[config.mk]
export PLATFORM = sky130hd
export DESIGN_NAME = mm_master
export DESIGN_NICKNAME = d
export VERILOG_FILES = /design/src/rtl/mm_master_pkg.sv /design/src/rtl/rsp_if.sv /design/src/rtl/word_buf.sv /design/src/rtl/rd_track.sv /design/src/rtl/mm_master.sv
export SDC_FILE = /design/constraint.sdc
export NUM_CORES = 1
export LEC_CHECK = 0
export BUFFER_PORTS_ARGS = -buffer_cell sky130_fd_sc_hd__clkbuf_2
export CAP_MARGIN = 20
export CORE_ASPECT_RATIO = 0.7
export CORE_UTILIZATION = 37
export DETAILED_ROUTE_END_ITERATION = 10
export PLACE_DENSITY_LB_ADDON = 0.1
export SLEW_MARGIN = 20
export SYNTH_ARGS = -nofsm -noshare
export SYNTH_HDL_FRONTEND = slang
export SYNTH_HIERARCHICAL = 1
export SYNTH_SLANG_ARGS = --single-unit
[constraint.sdc]
create_clock -name mclk_i -period 12 [get_ports mclk_i]
set_input_delay 1.2 -clock mclk_i [delete_from_list [all_inputs] [get_ports mclk_i]]
set_output_delay 1.2 -clock mclk_i [all_outputs]
set_load 0.01 [all_outputs]
[src/rtl/mm_master_pkg.sv]
// Shared widths, constants and types of the bus master transfer engine
`default_nettype none

package mm_master_pkg;

   // Bus widths
   localparam int ADDR_W = 32;
   localparam int DATA_W = 32;
   localparam int BE_W = 4;
   localparam int BURST_W = 4;
   localparam int CNT_W = 8;

   // Read return buffer shape
   localparam int BUF_DEPTH = 2;
   localparam int PTR_W = 1;
   localparam int OCC_W = 2;

   typedef logic [ADDR_W-1:0] addr_t;
   typedef logic [DATA_W-1:0] data_t;
   typedef logic [BE_W-1:0] be_t;
   typedef logic [BURST_W-1:0] len_t;
   typedef logic [CNT_W-1:0] cnt_t;
   typedef logic [OCC_W-1:0] occ_t;

   // Fixed values used by the logic
   localparam be_t BE_ALL = 4'hF;
   localparam len_t LEN_ONE = 4'h1;
   localparam len_t LEN_ZERO = 4'h0;
   localparam cnt_t CNT_ONE = 8'h01;
   localparam cnt_t CNT_ZERO = 8'h00;
   localparam cnt_t RD_CREDITS = 8'h02;

   typedef enum logic {CMD_READ, CMD_WRITE} cmd_kind_e;

endpackage : mm_master_pkg

`default_nettype wire

[src/rtl/rsp_if.sv]
// Read word path from the bus side into the return buffer
`default_nettype none

interface rsp_if;
   import mm_master_pkg::*;
   logic valid;
   logic ready;
   data_t data;
   modport src (output valid, output data, input ready);
   modport snk (input valid, input data, output ready);
endinterface : rsp_if

`default_nettype wire

[src/rtl/word_buf.sv]
// Two-entry word buffer between bus read data and the user
`default_nettype none

module word_buf #(
   parameter int W = mm_master_pkg::DATA_W,
   parameter int DEPTH = mm_master_pkg::BUF_DEPTH
) (
   input wire logic mclk_i,
   input wire logic rst_i,
   input wire logic ce_i,
   rsp_if.snk in_s,
   output logic out_valid_o,
   output logic [W-1:0] out_data_o,
   input wire logic out_ready_i,
   output logic [mm_master_pkg::OCC_W-1:0] occ_o
);
   import mm_master_pkg::*;

   logic [W-1:0] mem_q [DEPTH];
   logic [PTR_W-1:0] wp_q;
   logic [PTR_W-1:0] rp_q;
   occ_t occ_q;
   logic push;
   logic pop;

   // Handshakes on both sides
   assign in_s.ready = ce_i && (occ_q != occ_t'(DEPTH));
   assign out_valid_o = occ_q != '0;
   assign out_data_o = mem_q[rp_q];
   assign occ_o = occ_q;
   assign push = in_s.valid && in_s.ready;
   assign pop = ce_i && out_valid_o && out_ready_i;

   // Storage, one entry per generate step
   for (genvar i = 0; i < DEPTH; i++)
   begin : g_entry
      always_ff @(posedge mclk_i)
      begin
         if (push && wp_q == PTR_W'(i))
         begin
            mem_q[i] <= in_s.data;
         end
      end
   end

   // Pointers and fill level
   always_ff @(posedge mclk_i or posedge rst_i)
   begin
      if (rst_i)
      begin
         wp_q <= '0;
         rp_q <= '0;
         occ_q <= '0;
      end
      else if (ce_i)
      begin
         if (push)
         begin
            wp_q <= (wp_q == PTR_W'(DEPTH - 1)) ? '0 : wp_q + PTR_W'(1);
         end
         if (pop)
         begin
            rp_q <= (rp_q == PTR_W'(DEPTH - 1)) ? '0 : rp_q + PTR_W'(1);
         end
         occ_q <= occ_q + occ_t'(push) - occ_t'(pop);
      end
   end

endmodule : word_buf

`default_nettype wire

[src/rtl/rd_track.sv]
// Count of read words still owed by the fabric
`default_nettype none

module rd_track (
   input wire logic mclk_i,
   input wire logic rst_i,
   input wire logic ce_i,
   input wire logic add_i,
   input wire mm_master_pkg::len_t add_len_i,
   input wire logic dec_i,
   input wire logic clr_i,
   output mm_master_pkg::cnt_t cnt_o
);
   import mm_master_pkg::*;

   cnt_t cnt_d;

   // Discard drops all older words; a read taken at that edge still counts
   always_comb
   begin
      cnt_d = cnt_o;
      if (clr_i)
      begin
         cnt_d = CNT_ZERO;
      end
      else if (dec_i && cnt_o != CNT_ZERO)
      begin
         cnt_d = cnt_o - CNT_ONE;
      end
      if (add_i)
      begin
         cnt_d = cnt_d + cnt_t'(add_len_i);
      end
   end

   always_ff @(posedge mclk_i or posedge rst_i)
   begin
      if (rst_i)
      begin
         cnt_o <= CNT_ZERO;
      end
      else if (ce_i)
      begin
         cnt_o <= cnt_d;
      end
   end

endmodule : rd_track

`default_nettype wire

[src/rtl/mm_master.sv]
// Memory-mapped bus master: single, pipelined and burst transfers
//
// Notes on behaviour
// - A stalled transfer lasts stall cycles plus one; waiting never times out.
// - Without a usable lane mask every byte lane counts as enabled.
// - A transfer starts with address, lane mask and one strobe in cycle one.
// - While stall is high with a strobe out, all bus outputs stay unchanged next cycle.
// - Transfer ends at first edge with stall low; next may follow at once.
// - A one-bit response-valid input marks read words answering earlier reads.
// - Several reads may be outstanding; stall and response-valid both honoured.
// - A read issued with the discard gives the next valid response.
// - Read bursts use the pipelined response tracking.
// - One address plus burst length at burst start; slave derives the rest.
// - A burst of length B commits to B transfers, never abandoned.
// - A new read may start before older data returns only while owed, buffered and new words fit the two-entry buffer.
// - Write burst opens with address, word, strobe, mask and length together.
// - Address and burst length hold until the last write word is accepted.
// - Write burst pauses by dropping strobe; under stall with strobe high all outputs hold.
// - Read address phase ends on stall low; data phase ends after length words.
// - Every cycle with response-valid high its read word is captured.
// - Lane mask holds through the whole read address phase.
// - Discard is raised together with a new read or write command.
// - Burst length output of configurable width gives transfers per burst.
`default_nettype none

module mm_master (
   input wire logic mclk_i,
   input wire logic rst_i,
   input wire logic ce_i,
   // User command port
   input wire logic cmd_valid_i,
   output logic cmd_ready_o,
   input wire mm_master_pkg::cmd_kind_e cmd_kind_i,
   input wire mm_master_pkg::addr_t cmd_addr_i,
   input wire mm_master_pkg::be_t cmd_be_i,
   input wire mm_master_pkg::len_t cmd_len_i,
   input wire logic cmd_flush_i,
   // User write words
   input wire logic wr_valid_i,
   input wire mm_master_pkg::data_t wr_data_i,
   output logic wr_ready_o,
   // User read words
   output logic rsp_valid_o,
   output mm_master_pkg::data_t rsp_data_o,
   input wire logic rsp_ready_i,
   // Bus side
   output mm_master_pkg::addr_t addr_o,
   output mm_master_pkg::be_t be_o,
   output mm_master_pkg::len_t burst_o,
   output logic read_o,
   output logic write_o,
   output mm_master_pkg::data_t wdata_o,
   output logic flush_o,
   input wire logic stall_i,
   input wire logic rdv_i,
   input wire mm_master_pkg::data_t rdata_i,
   // Status
   output logic busy_o,
   output mm_master_pkg::cnt_t pend_o
);
   import mm_master_pkg::*;

   typedef enum logic [1:0] {ST_IDLE, ST_RADDR, ST_WBURST} state_e;

   state_e state_q;
   addr_t addr_q;
   be_t be_q;
   len_t burst_q;
   logic read_q;
   logic write_q;
   data_t wdata_q;
   logic flush_q;
   len_t wsent_q;
   len_t loaded_q;

   logic rd_done;
   logic wr_acc;
   logic wr_last;
   logic free;
   logic take;
   logic take_rd;
   logic take_wr;
   logic wr_load;
   logic slot_free;
   logic rd_room;
   logic cmd_ok;
   len_t len_eff;
   be_t be_eff;
   cnt_t rd_need;
   cnt_t pend;
   occ_t occ;

   rsp_if rx ();

   // Bus outputs straight from flops
   assign addr_o = addr_q;
   assign be_o = be_q;
   assign burst_o = burst_q;
   assign read_o = read_q;
   assign write_o = write_q;
   assign wdata_o = wdata_q;
   assign flush_o = flush_q;
   assign pend_o = pend;
   assign busy_o = (state_q != ST_IDLE) || (pend != CNT_ZERO);

   // Completion of the current bus transfer
   assign rd_done = (state_q == ST_RADDR) && read_q && !stall_i;
   assign wr_acc = (state_q == ST_WBURST) && write_q && !stall_i;
   assign wr_last = wr_acc && (wsent_q == burst_q - LEN_ONE);
   assign free = (state_q == ST_IDLE) || rd_done || wr_last;

   // Zero length means one word; empty mask means all lanes
   assign len_eff = (cmd_len_i == LEN_ZERO) ? LEN_ONE : cmd_len_i;
   assign be_eff = (cmd_be_i == '0) ? BE_ALL : cmd_be_i;

   // Read credit: owed words plus buffered words must fit the buffer
   always_comb
   begin
      rd_need = pend + cnt_t'(occ) + cnt_t'(len_eff);
      if (rd_done)
      begin
         rd_need = rd_need + cnt_t'(burst_q);
      end
      rd_room = rd_need <= RD_CREDITS;
   end

   // A write needs its first word ready with the command
   assign cmd_ok = (cmd_kind_i == CMD_READ) ? rd_room : wr_valid_i;
   assign cmd_ready_o = ce_i && free && cmd_ok;
   assign take = cmd_valid_i && cmd_ready_o;
   assign take_rd = take && (cmd_kind_i == CMD_READ);
   assign take_wr = take && (cmd_kind_i == CMD_WRITE);

   // Later burst words load whenever the output slot is free
   assign slot_free = !write_q || !stall_i;
   assign wr_load = (state_q == ST_WBURST) && slot_free && (loaded_q != burst_q) && wr_valid_i;
   assign wr_ready_o = ce_i && (take_wr || ((state_q == ST_WBURST) && slot_free && (loaded_q != burst_q)));

   // Transfer state
   always_ff @(posedge mclk_i or posedge rst_i)
   begin
      if (rst_i)
      begin
         state_q <= ST_IDLE;
      end
      else if (ce_i)
      begin
         if (take_rd)
         begin
            state_q <= ST_RADDR;
         end
         else if (take_wr)
         begin
            state_q <= ST_WBURST;
         end
         else if (rd_done || wr_last)
         begin
            state_q <= ST_IDLE;
         end
      end
   end

   // Address, mask and length change only when a command is taken
   always_ff @(posedge mclk_i or posedge rst_i)
   begin
      if (rst_i)
      begin
         addr_q <= '0;
         be_q <= '0;
         burst_q <= LEN_ZERO;
      end
      else if (ce_i && take)
      begin
         addr_q <= cmd_addr_i;
         be_q <= be_eff;
         burst_q <= len_eff;
      end
   end

   // Read strobe
   always_ff @(posedge mclk_i or posedge rst_i)
   begin
      if (rst_i)
      begin
         read_q <= 1'b0;
      end
      else if (ce_i)
      begin
         if (take_rd)
         begin
            read_q <= 1'b1;
         end
         else if (rd_done || take_wr)
         begin
            read_q <= 1'b0;
         end
      end
   end

   // Write strobe and word; a missing user word pauses the burst
   always_ff @(posedge mclk_i or posedge rst_i)
   begin
      if (rst_i)
      begin
         write_q <= 1'b0;
         wdata_q <= '0;
      end
      else if (ce_i)
      begin
         if (take_wr || wr_load)
         begin
            write_q <= 1'b1;
            wdata_q <= wr_data_i;
         end
         else if (wr_acc || take_rd)
         begin
            write_q <= 1'b0;
         end
      end
   end

   // Discard rides with the first transfer of its command
   always_ff @(posedge mclk_i or posedge rst_i)
   begin
      if (rst_i)
      begin
         flush_q <= 1'b0;
      end
      else if (ce_i)
      begin
         if (take)
         begin
            flush_q <= cmd_flush_i;
         end
         else if ((read_q || write_q) && !stall_i)
         begin
            flush_q <= 1'b0;
         end
      end
   end

   // Words loaded and words accepted within a write burst
   always_ff @(posedge mclk_i or posedge rst_i)
   begin
      if (rst_i)
      begin
         wsent_q <= LEN_ZERO;
         loaded_q <= LEN_ZERO;
      end
      else if (ce_i)
      begin
         if (take_wr)
         begin
            wsent_q <= LEN_ZERO;
            loaded_q <= LEN_ONE;
         end
         else
         begin
            if (wr_acc)
            begin
               wsent_q <= wsent_q + LEN_ONE;
            end
            if (wr_load)
            begin
               loaded_q <= loaded_q + LEN_ONE;
            end
         end
      end
   end

   // Outstanding read words; a read taken with the discard survives it
   rd_track u_track (
      .mclk_i (mclk_i),
      .rst_i (rst_i),
      .ce_i (ce_i),
      .add_i (rd_done),
      .add_len_i (burst_q),
      .dec_i (rdv_i),
      .clr_i (flush_q),
      .cnt_o (pend)
   );

   // Every valid read word goes into the return buffer
   assign rx.valid = ce_i && rdv_i;
   assign rx.data = rdata_i;

   word_buf #(
      .W (DATA_W),
      .DEPTH (BUF_DEPTH)
   ) u_buf (
      .mclk_i (mclk_i),
      .rst_i (rst_i),
      .ce_i (ce_i),
      .in_s (rx),
      .out_valid_o (rsp_valid_o),
      .out_data_o (rsp_data_o),
      .out_ready_i (rsp_ready_i),
      .occ_o (occ)
   );

   // Checks next to the logic
   a_stall_hold_all: assert property (
      @(posedge mclk_i) disable iff (rst_i)
      (read_o || write_o) && stall_i |=> $stable(addr_o) && $stable(be_o) && $stable(wdata_o)
         && $stable(read_o) && $stable(write_o) && $stable(burst_o) && $stable(flush_o))
      else $error("bus outputs moved during stall");

   a_stall_waits: assert property (
      @(posedge mclk_i) disable iff (rst_i)
      read_o && stall_i ##1 stall_i |-> read_o)
      else $error("read dropped while stalled");

   a_cmd_starts: assert property (
      @(posedge mclk_i) disable iff (rst_i)
      take |=> (read_o ^ write_o) && (addr_o == $past(cmd_addr_i)))
      else $error("taken command not driven next cycle");

   a_back_to_back: assert property (
      @(posedge mclk_i) disable iff (rst_i)
      ce_i && rd_done && cmd_valid_i && cmd_kind_i == CMD_WRITE && wr_valid_i |-> cmd_ready_o)
      else $error("next transfer held off after completion");

   a_burst_addr_hold: assert property (
      @(posedge mclk_i) disable iff (rst_i)
      ce_i && state_q == ST_WBURST && !wr_last |=> $stable(addr_o) && $stable(burst_o)
         && state_q == ST_WBURST)
      else $error("write burst address or length changed");

   a_rd_mask_hold: assert property (
      @(posedge mclk_i) disable iff (rst_i)
      ce_i && state_q == ST_RADDR && !rd_done |=> $stable(be_o))
      else $error("lane mask moved in read address phase");

   a_rd_word_kept: assert property (
      @(posedge mclk_i) disable iff (rst_i)
      ce_i && rdv_i |-> rx.ready)
      else $error("read word arrived with buffer full");

   a_flush_clears: assert property (
      @(posedge mclk_i) disable iff (rst_i)
      ce_i && flush_o && !rd_done |=> pend == CNT_ZERO)
      else $error("outstanding count survived discard");

   a_count_adds: assert property (
      @(posedge mclk_i) disable iff (rst_i)
      ce_i && rd_done && !flush_o && !rdv_i |=> pend == $past(pend) + cnt_t'($past(burst_o)))
      else $error("accepted read length not counted");

   a_mask_full: assert property (
      @(posedge mclk_i) disable iff (rst_i)
      take && cmd_be_i == '0 |=> be_o == BE_ALL)
      else $error("empty mask not widened to all lanes");

endmodule : mm_master

`default_nettype wire

# --- Word level (Yosys, flattened, before mapping) ---
# Memory sizes are Yosys's and may differ from the RTL's.
# Index checks and enable logic that the tools add are counted.
# Widths: inputs -> output; s select.
totals:
  reg_bits: 97
  ram_bits: 64
  in_bits: 114
  out_inout_bits: 119
  wordCells: 122
  mem_count: 1
classes:
  add_sub_neg: 12
  n_lt_le_gt_ge: 1
  n_eq_ne: 5
  n_mux: 29
  n_bitwise: 2
  n_reduce_logical: 58
mem_list:
  columns: ["name", "depth", "word_bits", "rd", "rd_clocked_by_memory_dff", "write_ports", "line", "text"]
  rows:
  - ["u_buf.mem_q", 2, 32, 1, 0, 1, "word_buf.sv:19", "logic [W-1:0] mem_q [DEPTH];"]
op_table:
  columns: ["cell", "count"]
  rows:
  - ["$mux 32", 1]
  - ["$mux 8", 4]
  - ["$reduce_or 32->1", 1]
  - ["$add 8x4->8", 3]
  - ["$logic_and 1x1->1", 24]
  - ["$mux 4", 6]
  - ["$reduce_and 2->1", 9]
  - ["$mux 1", 15]
  - ["$reduce_bool 2->1", 7]
  - ["$logic_or 1x1->1", 10]
  - ["$add 4x1->4 const B", 2]
  - ["$add 8x2->8", 1]
  - ["$le 8x2->1 const B", 1]
  - ["$logic_not 4->1", 2]
  - ["$reduce_bool 8->1", 1]
  - ["$sub 8x1->8 const B", 1]
  - ["$mux 2", 3]
  - ["$eq 4x4->1", 1]
  - ["$ne 4x4->1", 1]
  - ["$sub 4x1->4 const B", 1]
  - ["$reduce_bool 3->1", 1]
  - ["$add 1x1->1 const B", 2]
  - ["$add 2x1->2", 1]
  - ["$eq 2x1->1 const B", 1]
  - ["6 further kinds", 8]

# --- Longest topological paths before layout ---
depth:
  ltp_word: 13
  depth_mapped: 18
  mapped_depth_nobuf: 17

# --- By module ---
# The synthesis kept the hierarchy.
modules_own_cells:
  columns: ["module", "n_inst", "cells_per_inst", "area_each_um2", "seq_area_each_um2"]
  rows:
  - ["mm_master", 1, 340, 4286.6, 2127.0]
  - ["word_buf", 1, 121, 2666.3, 2021.9]
  - ["rd_track", 1, 105, 883.3, 200.2]

# --- Worst setup path before layout ---
# OpenSTA, ideal clock, no wires.
synth_timing:
  path_type: "input port to output port"
  start: "input cmd_len_i[3]"
  end: "output cmd_ready_o"
  arrival_time_ns: 4.305
  required_time_ns: 10.800
  path_slack_ns: 6.495
  stages: 16
  path_buffers: 0
  path_cell_list: "nor3_1 nor2_1 fa_1 inv_1 ha_1 inv_1 fa_1 xnor2_1 ha_1 a21oi_1 nand2_1 xor2_1 o311ai_0 and3_2 nand3_1 a21oi_1"
synth_via:
  elab_chain_len: 8
synth_rtl:
  columns: ["item", "line", "text"]
  rows:
  - ["start, declared", "mm_master.sv:36", "input wire mm_master_pkg::len_t cmd_len_i,"]
  - ["$logic_not 4->1", "mm_master.sv:113", "assign len_eff = (cmd_len_i == LEN_ZERO) ? LEN_ONE : cmd_len_i;"]
  - ["$mux 4 *", "mm_master.sv:113", null]
  - ["$add 8x4->8 *", "mm_master.sv:119", "rd_need = pend + cnt_t'(occ) + cnt_t'(len_eff);"]
  - ["$add 8x4->8", "mm_master.sv:122", "rd_need = rd_need + cnt_t'(burst_q);"]
  - ["$mux 8 *", "mm_master.sv:120", "if (rd_done)"]
  - ["$le 8x2->1 *", "mm_master.sv:124", "rd_room = rd_need <= RD_CREDITS;"]
  - ["$mux 1 *", "mm_master.sv:128", "assign cmd_ok = (cmd_kind_i == CMD_READ) ? rd_room : wr_valid_i;"]
  - ["$logic_and 1x1->1 *", "mm_master.sv:129", "assign cmd_ready_o = ce_i && free && cmd_ok;"]
  - ["end, declared", "mm_master.sv:32", "output logic cmd_ready_o,"]
# Every way passes the cells marked *; elsewhere a longest branch is shown, timed or not.

# --- Worst setup path in the final report ---
# Same ends and word-level chain as after synthesis.

==> impl_metrics.csv <==
group,metric,value,unit
status,status,"finished, final reports clean",
sta,setup_tns,0,ns
worst_setup_path,critPathSlowestCell,"fa_1",
worst_setup_path,crit_type,"in -> out",
sta,hold_violations,0,
routing,drc_errors,0,
routing,totalWireLength,17900,um
placement,place_congestion,0.859,
sta,slew_headroom,0.316,
sta,rsz0062_at_grt,"no",
logic_synthesis,synth-edff-count,64,
worst_setup_path,arrival,4.85,ns
floorplanning,placementRows,44,
clocking,htree_levels,4,
pwr,irDropWorstVdd,0.000122,V
clocking,clock_sinks,161,
clocking,clk_path_buf_depth,2,
sta,fin_crit,6.05,ns
placement,port_buffers,232,
logic_synthesis,syn-num-nets,706,
cells_and_area,fin_nets,943,
clocking,holdBufCountCts,0,
worst_setup_path,cp-start-kind,"input pin",
global_routing,grt_pass1_wl,27700,um
clocking,clockRootBuffer,"clkbuf_16",
worst_setup_path,required,10.80,ns
worst_setup_path,max_stage_delay,0.42,ns
floorplanning,die_area,21800,um^2
clocking,cts-buffers-inserted,17,
cells_and_area,fill_cells,1887,
logic_synthesis,synthFlopType,"dfrtp_1",
floorplanning,die_x,176,um
routing,drt_pass1_iterations,5,
clocking,cts-resized-gates,0,
routing,ant_nets,0,
routing,via_per_inst,4.89,
floorplanning,fp.coreArea,20800,um^2
global_routing,grt_pass1_vias,5272,
worst_setup_path,path_cells,"clkbuf_2 -> nor3_1 -> nor2_1 -> fa_1 -> inv_1 -> ha_1 -> inv_1 -> fa_1 -> xnor2_1 -> ha_1 -> a21oi_1 -> nand2_1 -> nand4b_1 -> a31oi_1 -> nand3b_1 -> and3_2 -> nand3_1 -> a21oi_1 -> clkbuf_2",
logic_synthesis,ys_async_sr_fraction,0.602,
worst_setup_path,cp-end-kind,"output pin",
global_routing,antenna_found_initial,0,
routing,wl_per_cell,16.4,um
sta,clock.fmax,165,MHz
routing,first_iter_violations,340,
logic_synthesis,ys_seq_area_frac,0.555,
sta,finalCritPeriodShare,0.504,
global_routing,grt.total_usage,0.166,
sta,worst_slew_pin_slew,1.02,ns
logic_synthesis,synth.distinct_cells,66,
global_routing,grt_max_degree,86,
clocking,cts_tree,"built",
sta,fin_skew,0.0153,ns
logic_synthesis,synth_area,7840,um^2
pwr,p_leak,0.00464,uW
sta,slew_viol_final,0,
global_routing,grt_overflow,0,
cells_and_area,mostFrequentLayoutCell,"clkbuf_2",
floorplanning,chipHeight,124,um
cells_and_area,diodes,0,
pwr,power.density,263,nW/um^2
logic_synthesis,ys_ff_latch,161,
clocking,postCtsSetupBuffers,0,
cells_and_area,syn_to_final_growth,26.1,%
worst_hold_path,hold_class,"reg -> reg",
logic_synthesis,postSynthAreaPerCell,13.8,um^2
logic_synthesis,yosysWarnings,6,
clocking,clk_pin_slew,0.06,ns
placement,hpwl,13000,um
floorplanning,io_pins,233,
flow_run,maxCapViolations,0,
sta,setup_violations,0,
cells_and_area,most-common-layout-cells,"clkbuf_2, dfrtp_1, edfxtp_1",
cells_and_area,utilization,0.476,
routing,num_vias,5339,
floorplanning,start_util,0.378,
worst_setup_path,critPathMaxFanout,8,
cells_and_area,drive_above_1_share,0.478,
logic_synthesis,syn_inst,566,
clocking,insertion_delay,0.42,ns
[registers in the layout, indices dropped and copies added, names as in the netlist, 2 cells and up]
register	count
wdata_o	32
addr_o	32
u_buf/mem_q	64
wsent_q	4
be_o	4
u_buf/occ_o	2
burst_o	4
loaded_q	4
u_track/cnt_o	8
state_q	2
[synthesized netlist by cell type (all sizes together), types with 2 or more instances]
cell     number  area (um^2)
and2          3         18.8
nand4         4         25.0
nand2b        6         37.5
mux2i         9         90.1
a211oi        7         57.6
a21o          4         30.0
nand3b        3         22.5
inv          34          128
o2111ai       2         17.5
a31oi         5         46.3
o22ai         2         18.8
nor4b         2         17.5
clkbuf        5         18.8
or2           3         21.3
mux2        104         1410
nand4b        2         17.5
xor2         14          123
a21oi        16         83.8
nor3          6         30.0
or3           2         12.5
fa            5          100
edfxtp       64         1920
nor4          7         43.8
nor2b         3         18.8
a211o         2         17.5
ha           21          263
buf          13          115
nand2        19         71.3
o21a          2         15.0
nand3         9         45.0
o21ai        14         70.1
or4           3         26.3
o311ai        2         17.5
and3          4         31.3
dfrtp        97         2430
o31ai         3         22.5
xnor2        15          131
nor2         35          131
[kinds of logic after synthesis]
group / count (synthesis) / synth area share
XOR/XNOR: 29 / 0.0324
multiplexers: 113 / 0.191
AO/OA/AOI/OAI: 70 / 0.0632
AND/OR/NAND/NOR: 115 / 0.0786
buffers and inverters: 52 / 0.0334
adder cells (fa/ha/maj): 26 / 0.0463
flip-flops: 161 / 0.555
[layer usage]
| metal | track usage | vias to the layer above | wire [um] |
|---|---|---|---|
| met3 | 0.0525 | 11 | 1120 |
| li1 | - | 2536 | - |
| met1 | 0.228 | 2614 | 8350 |
| met5 | 0 | - | 0 |
| met2 | 0.250 | 178 | 8300 |
| met4 | 0.0462 | 0 | 136 |
[per-stage QoR]
| stage | instance area, um^2 | worst slack [ns] | hold WS [ns] | std cells | total power [uW] |
|---|---|---|---|---|---|
| 6_report | 9880 | 5.95 | 0.507 | 1092 | 2590 |
| 5_1_grt | 9880 | 5.62 | 0.520 | 1092 | 2780 |
| 4_1_cts | 9870 | 5.96 | 0.512 | 1092 | 2620 |
| 3_5_place_dp | 9270 | 5.96 | 0.492 | 1060 | 2060 |
| 3_3_place_gp | 9270 | 6.06 | 0.489 | 1060 | 2040 |
| 2_1_floorplan | 7840 | 6.50 | 0.460 | 566 | 1690 |
[critical path: cells and delay by family]
kind / cells / cell delay [ns]
xor+xnor: 1 / 0.24
fa+ha+maj: 4 / 1.28
buf+inv: 4 / 0.41
simple gates: 7 / 1.16
compound gates: 3 / 0.55
[power breakdown]
part	internal [uW]	switching, uW	leakage, uW	total [uW]
combinational	570	550	0.00259	1120
clock	284	256	0.000293	539
sequential	740	196	0.00176	935
[final timing paths]
check	start	endpoint	slack (ns)	cells after the start
min in group asynchronous	rst_i	u_buf/occ_o[1]	0.70	2
setup / recovery	cmd_len_i[3]	cmd_ready_o	5.95	19
max in group asynchronous	rst_i	wdata_o[3]	10.46	3
hold reg to reg	addr_o[19]	addr_o[19]	0.51	1
setup reg to reg	u_track/cnt_o[1]	addr_o[30]	7.28	14
hold / removal	addr_o[19]	addr_o[19]	0.51	1
[layout make-up]
type                       instances  area [um^2]  share of cell area
timing repair buffer             236         1190               0.121
tap                              276          345              0.0350
clock buffer                      17          425              0.0431
multi-input combinational        353         3250               0.329
inverter                          34          129              0.0130
sequential                       161         4350               0.440
clock inverter                    15          183              0.0185
(Power assumes the default switching activity.)
